$ cat config.mk
export PLATFORM = sky130hd
export DESIGN_NAME = pif_flags
export DESIGN_NICKNAME = d
export VERILOG_FILES = /design/src/core/pif_pkg.sv /design/src/core/pif_flags.sv
export SDC_FILE = /design/constraint.sdc
export NUM_CORES = 1
export LEC_CHECK = 0
export ABC_AREA = 1
export BUFFER_PORTS_ARGS = -buffer_cell sky130_fd_sc_hd__buf_2
export CAP_MARGIN = 25
export CORE_UTILIZATION = 57
export CTS_CLUSTER_DIAMETER = 30
export DETAILED_ROUTE_END_ITERATION = 8
export PLACE_DENSITY = 0.9
export SYNTH_ARGS = -nofsm -noshare
export SYNTH_HDL_FRONTEND = slang
export SYNTH_SLANG_ARGS = --single-unit
$ cat constraint.sdc
create_clock -name clk -period 3.1 [get_ports clk]
set_input_delay 0.775 -clock clk [delete_from_list [all_inputs] [get_ports clk]]
set_output_delay 0.775 -clock clk [all_outputs]
set_load 0.1 [all_outputs]
$ cat src/core/pif_pkg.sv
package pif_pkg;
    // ****************************************
    // register map (byte addresses)
    // ****************************************
    localparam logic [7:0] PIF_FLAGS_OFF = 8'h0C;
    localparam logic [7:0] PIF_ENABLE_OFF = 8'h10;
    localparam logic [7:0] PIF_CTRL_OFF = 8'h14;
    localparam logic [7:0] PIF_RXDATA_OFF = 8'h18;
    localparam logic [7:0] PIF_TXDATA_OFF = 8'h1C;
    localparam logic [7:0] PIF_STATUS_OFF = 8'h20;
    localparam logic [7:0] PIF_MASK_OFF = 8'h24;
    // ****************************************
    // field positions
    // ****************************************
    localparam int PIF_PSP_BIT = 7;
    localparam int PIF_ADC_BIT = 6;
    localparam int PIF_RX_BIT = 5;
    localparam int PIF_TX_BIT = 4;
    localparam int PIF_SSP_BIT = 3;
    localparam int PIF_GATE_BIT = 0;
    localparam int PIF_RXOVR_BIT = 1;
    localparam int PIF_TXDONE_BIT = 2;
    // flags software may write
    localparam logic [7:0] PIF_WR_MASK = 8'hCF;
    // ****************************************
    // reset values (flags reset also sets the TX bit) and response codes
    // ****************************************
    localparam logic [7:0] PIF_FLAGS_RST = 8'h00;
    localparam logic [7:0] PIF_ENABLE_RST = 8'h00;
    localparam logic [7:0] PIF_CTRL_RST = 8'h00;
    localparam logic [7:0] PIF_STATUS_RST = 8'h00;
    localparam logic [7:0] PIF_MASK_RST = 8'h00;
    localparam logic [1:0] PIF_RESP_OKAY = 2'h0;
    localparam logic [1:0] PIF_RESP_SLVERR = 2'h2;
endpackage : pif_pkg

$ cat src/core/pif_flags.sv
// Design decision made here: the AXI4-Lite interface to the registers.
module pif_flags (
    input wire logic clk,
    input wire logic reset,
    // ****************************************
    // axi4-lite slave
    // ****************************************
    input wire logic [7:0] s_axi_awaddr,
    input wire logic s_axi_awvalid,
    output logic s_axi_awready,
    input wire logic [31:0] s_axi_wdata,
    input wire logic [3:0] s_axi_wstrb,
    input wire logic s_axi_wvalid,
    output logic s_axi_wready,
    output logic [1:0] s_axi_bresp,
    output logic s_axi_bvalid,
    input wire logic s_axi_bready,
    input wire logic [7:0] s_axi_araddr,
    input wire logic s_axi_arvalid,
    output logic s_axi_arready,
    output logic [31:0] s_axi_rdata,
    output logic [1:0] s_axi_rresp,
    output logic s_axi_rvalid,
    input wire logic s_axi_rready,
    // ****************************************
    // peripheral events (same clock)
    // ****************************************
    input wire logic psp_access_done,
    input wire logic adc_conv_done,
    input wire logic ssp_xfer_done,
    input wire logic rx_byte_in,
    input wire logic [7:0] rx_byte,
    input wire logic tx_byte_taken,
    output logic [7:0] tx_byte,
    output logic tx_byte_valid,
    input wire logic global_irq_gate,
    output logic cpu_irq,
    output logic irq
);
    // ****************************************
    // state
    // ****************************************
    typedef struct packed {
        logic [7:0] flags;
        logic [7:0] enable;
        logic [7:0] ctrl;
        logic [7:0] rx_data;
        logic [7:0] tx_data;
        logic [7:0] status;
        logic [7:0] mask;
        logic aw_got;
        logic w_got;
        logic [7:0] aw_addr;
        logic [31:0] w_data;
        logic [3:0] w_strb;
        logic awready;
        logic wready;
        logic bvalid;
        logic [1:0] bresp;
        logic arready;
        logic rvalid;
        logic [31:0] rdata;
        logic [1:0] rresp;
        logic cpu_irq;
        logic irq;
        logic tx_full;
    } pif_state_type;

    pif_state_type st_ff;
    pif_state_type nxt_st;

    function automatic logic is_mapped(input logic [7:0] a);
        return a == pif_pkg::PIF_FLAGS_OFF || a == pif_pkg::PIF_ENABLE_OFF
            || a == pif_pkg::PIF_CTRL_OFF || a == pif_pkg::PIF_RXDATA_OFF
            || a == pif_pkg::PIF_TXDATA_OFF || a == pif_pkg::PIF_STATUS_OFF
            || a == pif_pkg::PIF_MASK_OFF;
    endfunction : is_mapped

    logic do_write;
    logic do_read;
    logic rx_read;
    logic tx_write;
    logic [7:0] wbyte;
    logic [7:0] rd_byte;
    logic [7:0] evt;

    always_comb begin
        nxt_st = st_ff;
        wbyte = st_ff.w_data[7:0];
        do_write = st_ff.aw_got && st_ff.w_got && !st_ff.bvalid;
        do_read = s_axi_arvalid && st_ff.arready;
        rx_read = do_read && s_axi_araddr == pif_pkg::PIF_RXDATA_OFF;
        tx_write = do_write && st_ff.w_strb[0] && st_ff.aw_addr == pif_pkg::PIF_TXDATA_OFF;
        rd_byte = 8'h00;
        evt = 8'h00;
        // ****************************************
        // write channel capture
        // ****************************************
        nxt_st.awready = !st_ff.aw_got && !(s_axi_awvalid && st_ff.awready);
        nxt_st.wready = !st_ff.w_got && !(s_axi_wvalid && st_ff.wready);
        if (s_axi_awvalid && st_ff.awready) begin
            nxt_st.aw_got = 1'b1;
            nxt_st.aw_addr = s_axi_awaddr;
        end
        if (s_axi_wvalid && st_ff.wready) begin
            nxt_st.w_got = 1'b1;
            nxt_st.w_data = s_axi_wdata;
            nxt_st.w_strb = s_axi_wstrb;
        end
        if (do_write) begin
            nxt_st.bvalid = 1'b1;
            nxt_st.bresp = is_mapped(st_ff.aw_addr) ? pif_pkg::PIF_RESP_OKAY
                                                    : pif_pkg::PIF_RESP_SLVERR;
            if (st_ff.w_strb[0]) begin
                unique case (st_ff.aw_addr)
                    pif_pkg::PIF_FLAGS_OFF: begin
                        nxt_st.flags = (st_ff.flags & ~pif_pkg::PIF_WR_MASK)
                                     | (wbyte & pif_pkg::PIF_WR_MASK);
                    end
                    pif_pkg::PIF_ENABLE_OFF: nxt_st.enable = wbyte;
                    pif_pkg::PIF_CTRL_OFF: nxt_st.ctrl = wbyte;
                    pif_pkg::PIF_TXDATA_OFF: nxt_st.tx_data = wbyte;
                    pif_pkg::PIF_STATUS_OFF: nxt_st.status = st_ff.status & ~wbyte;
                    pif_pkg::PIF_MASK_OFF: nxt_st.mask = wbyte;
                    default: ;
                endcase
            end
        end
        if (st_ff.bvalid && s_axi_bready) begin
            nxt_st.bvalid = 1'b0;
            nxt_st.aw_got = 1'b0;
            nxt_st.w_got = 1'b0;
            nxt_st.awready = 1'b1;
            nxt_st.wready = 1'b1;
        end
        // ****************************************
        // read channel
        // ****************************************
        unique case (s_axi_araddr)
            pif_pkg::PIF_FLAGS_OFF: rd_byte = st_ff.flags;
            pif_pkg::PIF_ENABLE_OFF: rd_byte = st_ff.enable;
            pif_pkg::PIF_CTRL_OFF: rd_byte = st_ff.ctrl;
            pif_pkg::PIF_RXDATA_OFF: rd_byte = st_ff.rx_data;
            pif_pkg::PIF_TXDATA_OFF: rd_byte = st_ff.tx_data;
            pif_pkg::PIF_STATUS_OFF: rd_byte = st_ff.status;
            pif_pkg::PIF_MASK_OFF: rd_byte = st_ff.mask;
            default: rd_byte = 8'h00;
        endcase
        nxt_st.arready = !st_ff.rvalid && !do_read;
        if (do_read) begin
            nxt_st.rvalid = 1'b1;
            nxt_st.rdata = {24'h000000, rd_byte};
            nxt_st.rresp = is_mapped(s_axi_araddr) ? pif_pkg::PIF_RESP_OKAY
                                                   : pif_pkg::PIF_RESP_SLVERR;
        end
        if (st_ff.rvalid && s_axi_rready) begin
            nxt_st.rvalid = 1'b0;
            nxt_st.arready = 1'b1;
        end
        // ****************************************
        // flags: set wins over software clear
        // ****************************************
        evt[pif_pkg::PIF_PSP_BIT] = psp_access_done;
        evt[pif_pkg::PIF_ADC_BIT] = adc_conv_done;
        evt[pif_pkg::PIF_SSP_BIT] = ssp_xfer_done;
        nxt_st.flags = nxt_st.flags | evt;
        // receive buffer: full on arrival, empty only on data read
        if (rx_byte_in) begin
            nxt_st.rx_data = rx_byte;
            if (st_ff.flags[pif_pkg::PIF_RX_BIT]) begin
                nxt_st.status[pif_pkg::PIF_RXOVR_BIT] = 1'b1;
            end
            nxt_st.flags[pif_pkg::PIF_RX_BIT] = 1'b1;
        end else if (rx_read) begin
            nxt_st.flags[pif_pkg::PIF_RX_BIT] = 1'b0;
        end
        // transmit buffer: empty when taken, full on data write
        if (tx_write) begin
            nxt_st.flags[pif_pkg::PIF_TX_BIT] = 1'b0;
        end else if (tx_byte_taken && !st_ff.flags[pif_pkg::PIF_TX_BIT]) begin
            nxt_st.flags[pif_pkg::PIF_TX_BIT] = 1'b1;
            nxt_st.status[pif_pkg::PIF_TXDONE_BIT] = 1'b1;
        end
        nxt_st.status[pif_pkg::PIF_PSP_BIT] = nxt_st.status[pif_pkg::PIF_PSP_BIT]
                                             | psp_access_done;
        nxt_st.status[pif_pkg::PIF_ADC_BIT] = nxt_st.status[pif_pkg::PIF_ADC_BIT]
                                             | adc_conv_done;
        nxt_st.status[pif_pkg::PIF_SSP_BIT] = nxt_st.status[pif_pkg::PIF_SSP_BIT]
                                             | ssp_xfer_done;
        // ****************************************
        // interrupt outputs
        // ****************************************
        nxt_st.cpu_irq = global_irq_gate && nxt_st.ctrl[pif_pkg::PIF_GATE_BIT]
                       && |(nxt_st.flags & nxt_st.enable);
        nxt_st.irq = |(nxt_st.status & nxt_st.mask);
        nxt_st.tx_full = !nxt_st.flags[pif_pkg::PIF_TX_BIT];
        if (reset) begin
            nxt_st = '0;
            nxt_st.flags = pif_pkg::PIF_FLAGS_RST;
            nxt_st.flags[pif_pkg::PIF_TX_BIT] = 1'b1;
            nxt_st.enable = pif_pkg::PIF_ENABLE_RST;
            nxt_st.ctrl = pif_pkg::PIF_CTRL_RST;
            nxt_st.status = pif_pkg::PIF_STATUS_RST;
            nxt_st.mask = pif_pkg::PIF_MASK_RST;
            nxt_st.awready = 1'b1;
            nxt_st.wready = 1'b1;
            nxt_st.arready = 1'b1;
        end
    end

    always_ff @(posedge clk) begin
        st_ff <= nxt_st;
    end

    assign s_axi_awready = st_ff.awready;
    assign s_axi_wready = st_ff.wready;
    assign s_axi_bvalid = st_ff.bvalid;
    assign s_axi_bresp = st_ff.bresp;
    assign s_axi_arready = st_ff.arready;
    assign s_axi_rvalid = st_ff.rvalid;
    assign s_axi_rdata = st_ff.rdata;
    assign s_axi_rresp = st_ff.rresp;
    assign tx_byte = st_ff.tx_data;
    assign tx_byte_valid = st_ff.tx_full;
    assign cpu_irq = st_ff.cpu_irq;
    assign irq = st_ff.irq;
endmodule : pif_flags

---- Yosys cells after proc, flatten, opt, wreduce, memory -nomap -nowiden ----
Cells that the tools add are included.
storage, ports and cells
  register bits after elaboration ......... 95
  output and inout bits ................... 52
  word-level logic and storage cells ...... 110
cells by class
  equal/unequal tests ..................... 14
  muxes and demuxes ....................... 20
  bitwise logic cells ..................... 9
  reduce and logical (&&, ||, !) cells .... 43
operator list
  kind                count
  $eq 8x5->1 const B  8
  $pmux 8 s7          1
  $mux 24             2
  $mux 8              5
  $eq 8x6->1 const B  4
  $mux 16             2
  $and 8x8->8         3
  $eq 8x4->1 const B  2
  $logic_and 1x1->1   16
  $reduce_or 8->1     2
  $logic_or 1x1->1    12
  $logic_not 1->1     9
  $mux 1              8
  $not 8->8           1
  $or 6x8->8          1
  $or 8x8->8          1
  $reduce_and 3->1    2
  $mux 2              2
  $reduce_or 2->1     2
  $or 1x1->1          3

---- Longest topological paths before layout ----
  word-level depth ........................ 10
  gate-level depth with buffers ........... 11

---- Worst setup path before layout ----
No wires, ideal clock.
  path type ............................... register to register
  start ................................... reg st_ff (netlist bit s_axi_arready)
  end ..................................... reg st_ff (netlist bit cpu_irq)
  library setup time ...................... 0.117 ns
  data arrival time ....................... 1.921 ns
  required time ........................... 2.983 ns
  path slack .............................. 1.062 ns
  cell stages (with the launch flop) ...... 10
  path buffers ............................ 0
  clock period less this slack ............ 2.038 ns
  path through ............................ dfxtp_1 -> nand2_1 -> inv_1 -> nand3_1 -> nand2_1 -> nand2_1 -> nand2_1 -> nand2_1 -> nor2_1 -> a21oi_2
between the ends
  longest elaborated chain between the ends .. 7
RTL lines
  what                    line              text
  from (decl)             pif_flags.sv:69   pif_state_type st_ff;
  from (signal assigned)  pif_flags.sv:212  st_ff <= nxt_st;
  $logic_and 1x1->1       pif_flags.sv:91   do_read = s_axi_arvalid && st_ff.arready;
  $logic_and 1x1->1       pif_flags.sv:92   rx_read = do_read && s_axi_araddr == pif_pkg::PIF_RXDATA_OFF;
  $mux 1                  pif_flags.sv:174  end else if (rx_read) begin
  $mux 1                  pif_flags.sv:168  if (rx_byte_in) begin
  $and 8x8->8             pif_flags.sv:194  && |(nxt_st.flags & nxt_st.enable);
  $reduce_or 8->1         pif_flags.sv:194
  $logic_and 1x1->1       pif_flags.sv:194
Every way passes these cells.
A chain may end at the register's enable or synchronous reset.

---- Worst setup path in the final report ----
  start ................................... in s_axi_araddr[6]
  end ..................................... reg st_ff (netlist bit s_axi_rdata[4])
between the ends
  longest elaborated chain between the ends .. 2
  elaborated cells between the ends (all ways) .. 8
RTL lines
  what                                line              text
  from (decl)                         pif_flags.sv:18   input wire logic [7:0] s_axi_araddr,
  $eq 8x6->1 (tied with other cells)  pif_flags.sv:139  unique case (s_axi_araddr)
  $pmux 8 s7 *                        pif_flags.sv:139
Mark *: on every way between the ends. The rest lies on a longest branch, timed or not.

==> implementation parameters <==
Parameter                              Value

Die
  Standard-cell row count ... 32
  I/O pin count ... 125
  Horizontal die dimension ... roughly 93 um
  Core region area ... approximately 7900 um2
  Area of the die ... between 8000 and 9000 um2
  Initial core utilization ... 60.4%
  Die Span Y ... between 90 and 100 um

Routing
  Via Count ... 4455
  Wire length per cell after detailed routing ... 14.5 um
  Detailed-route vias per instance ... about 5.5
  Total routed wirelength ... approximately 12000 um
  DRC violation total after the first TritonRoute iteration ... approximately 360
  Final ANT Viol Nets ... 0
  Drc violations ... 0
  Iteration count of the initial detailed-routing pass ... 5

Hold path
  Kind of path behind the tightest hold check ... flop to flop
  Cell depth of the worst hold path ... 2

Logic synthesis
  Most instantiated cells after synthesis ... 162 x sky130_fd_sc_hd__nand2_1, 93 x sky130_fd_sc_hd__dfxtp_1, 72 x sky130_fd_sc_hd__nand3_1, 68 x sky130_fd_sc_hd__nor2_1, 52 x sky130_fd_sc_hd__a21oi_1
  Synthesized cell area ... around 4800 um2
  Mapped Cells ... approximately 660
  Flops & latches, synth ... 93
  Count of flip-flops with a built-in enable after synthesis ... 0
  Number of warnings issued by yosys ... 0
  Count of unique library cells instantiated by Yosys ... 33
  Cell type with the highest aggregate area in the netlist ... sky130_fd_sc_hd__dfxtp_1
  Top-area cell type share of the netlist area ... between 30% and 40%
  Post-Syn Area per Cell ... 7.21 um2
  Fraction of synthesis flops using an asynchronous set or reset pin ... 0%
  Most common cell in the netlist ... sky130_fd_sc_hd__nand2_1
  Main flop type after synthesis ... sky130_fd_sc_hd__dfxtp_1
  Dominant cells by area after synthesis ... sky130_fd_sc_hd__dfxtp_1 39%, sky130_fd_sc_hd__nand2_1 13%, sky130_fd_sc_hd__nand3_1 7.6%
  Seq/Total Area, Yosys ... 39.1%

Worst setup path
  Peak fanout along the critical path ... 16
  Slowest cell on the critical path ... sky130_fd_sc_hd__nor3_4
  Cell-by-cell listing of the critical path ... buf_2 > inv_1 > nand2_1 > nor3_4 > nand2_1 > o21ai_0 > nor2_1 > nand2_1 > nand2_1 > a21oi_2
  Worst Path Class, Setup ... input port to flop
  Type of element launching the critical path ... input port
  Maximum cell stage delay along the critical path ... ~0.52 ns
  Worst r2r path cells ... 10
  Most common cell type on the critical path ... sky130_fd_sc_hd__nand2_1
  Endpoint class of the critical path ... flop
  Data arrival time at the worst-slack endpoint ... 2.43 ns
  Required time at the endpoint of the critical path ... approximately 3.4 ns

Global routing
  Initial antenna violation count ... 0
  Wire length of the first global-routing pass ... slightly below 20000 um
  GRT Resource Usage Total ... ~29%
  Sum of overflow across all layers after global routing ... 0
  Via count of the first global-routing pass ... 4206
  Largest net degree at the start of global routing ... slightly below 60

Clocking
  Postcts setup bufs ... 0
  TritonCTS clock tree ... yes
  Inserted Clock Buffers ... 9
  Count of hold-fix buffers inserted at cts ... 0
  Clock latency at the later pin of the worst-skew pair ... roughly 0.36 ns
  Clock Tree Buf Depth ... 2
  Clock sink count ... between 90 and 100
  Root buffer cell ... sky130_fd_sc_hd__clkbuf_8
  H-Tree Depth ... 3
  Resize count post-CTS ... 0
  Clock transition at the registers of the reported paths ... about 0.090 ns

STA
  Layout Skew ... roughly 0.012 ns
  Crit share post-route ... between 60% and 70%
  Final count of negative-setup-slack endpoints ... 0
  Achievable frequency ... 0.469 GHz
  Minimum clock period ... 2.13 ns
  Max-slew violation count ... 0
  Setup repair after global routing missed its margin ... no
  Final count of hold timing violations ... 0
  Headroom to the max-slew limit ... between 50 and 60%
  Setup_tns ... 0 ns
  Worst-margin pin slew ... approximately 0.7 ns
  Final-layout worst hold slack ... between 0.4 and 0.5 ns

Place
  Detail Placement HPWL ... 8620 um
  Number of placed instances with taps included ... between 700 and 800
  Routability congestion estimate ... around 0.90
  PortBufs ... 71
  Placed standard-cell area ... between 4000 and 5000 um2

Cells and area
  Number of antenna diodes ... 0
  Post-layout net count ... around 800
  Area Growth Syn to Fin ... 6.77%
  Post-route cell area ... 5090 um2
  Share of layout cells above drive strength 1 ... 19.9%
  Final instance count without filler cells ... between 800 and 900
  Filler cell count in the final layout ... between 600 and 700

Power and ir drop
  Largest vdd supply drop ... 306 uV
  Post-layout total power ... 2.43 mW
  Leakage ... about 2.4 nW
  Power per Cell Area ... approximately 480 nW/um2

Job
  # Max-Cap Violations ... 0

Status
  Result of the run ... finished, final reports clean
==> cell type report <==
cell class | count | area (um2) | share of cell area (%)
flip-flops and latches | 93 | 1860 | 36.6
well taps | 102 | 128 | 2.51
multi-input cells | 477 | 2350 | 46.1
repair buffers | 75 | 385 | 7.57
clock inverters | 4 | 31.3 | 0.615
inverters | 51 | 191 | 3.76
clock buffers | 12 | 145 | 2.85
==> critical path: cells and delay by family <==
family	cells	cell delay (ns)
AOI/OAI and AO/OA	2	0.47
buffers and inverters	2	0.14
and+or+nand+nor	6	1.04
==> power breakdown <==
group	switching [mW]	leakage, nW	internal, mW	total, mW
Combinational	0.342	1.55	0.0701	0.412
Clock	0.426	0.0909	0.319	0.745
Sequential	0.0381	0.760	1.24	1.28
==> flip-flops by register name, summed over array words and instances, names as in the netlist <==
name           cells
irq                1
s_axi_arready      1
s_axi_bvalid       1
s_axi_rdata        8
tx_byte_valid      1
s_axi_bresp        1
st_ff             67
s_axi_wready       1
s_axi_awready      1
tx_byte            8
s_axi_rresp        1
s_axi_rvalid       1
cpu_irq            1
==> routing by layer <==
metal,wire (um),GRT usage (%)
met1,4690,33.1
met2,5810,50.6
met3,990,7.15
met4,282,10.0
met5,0,0
==> through the flow <==
stage	setup WS, ns	utilization (%)
3_3_place_gp	0.758	62.3
2_1_floorplan	1.06	-
6_report	0.968	64.5
4_1_cts	1.04	64.5
3_5_place_dp	0.718	62.3
5_1_grt	0.825	64.5
==> cell usage in the layout (no fill, tap or decap), drive strengths merged, types with 12 or more instances in the layout <==
cell type,netlist,final
nand2,169,169
inv,49,50
conb,1,26
buf,56,75
o21ai,37,37
nand3,80,80
a21oi,61,61
clkbuf,9,12
dfxtp,93,93
nor2,81,81
==> worst paths after layout <==
path / to / slack (ns) / startpoint
worst max-delay path: s_axi_rdata[4] / 0.97 / s_axi_araddr[6]
worst min register to register: s_axi_rdata[1] / 0.47 / s_axi_rdata[1]
worst max register to register: irq / 1.24 / s_axi_bvalid
worst min-delay path: s_axi_rdata[1] / 0.47 / s_axi_rdata[1]
==> cells by family after synthesis <==
| family | Yosys count | synth area share (%) |
|---|---|---|
| other | 1 | 0.0787 |
| buffers and inverters | 116 | 13.7 |
| DFF | 93 | 39.1 |
| and+or+nand+nor | 339 | 33.8 |
| AOI/OAI and AO/OA | 112 | 13.4 |
No activity file was read; power rests on OpenSTA's default activity.
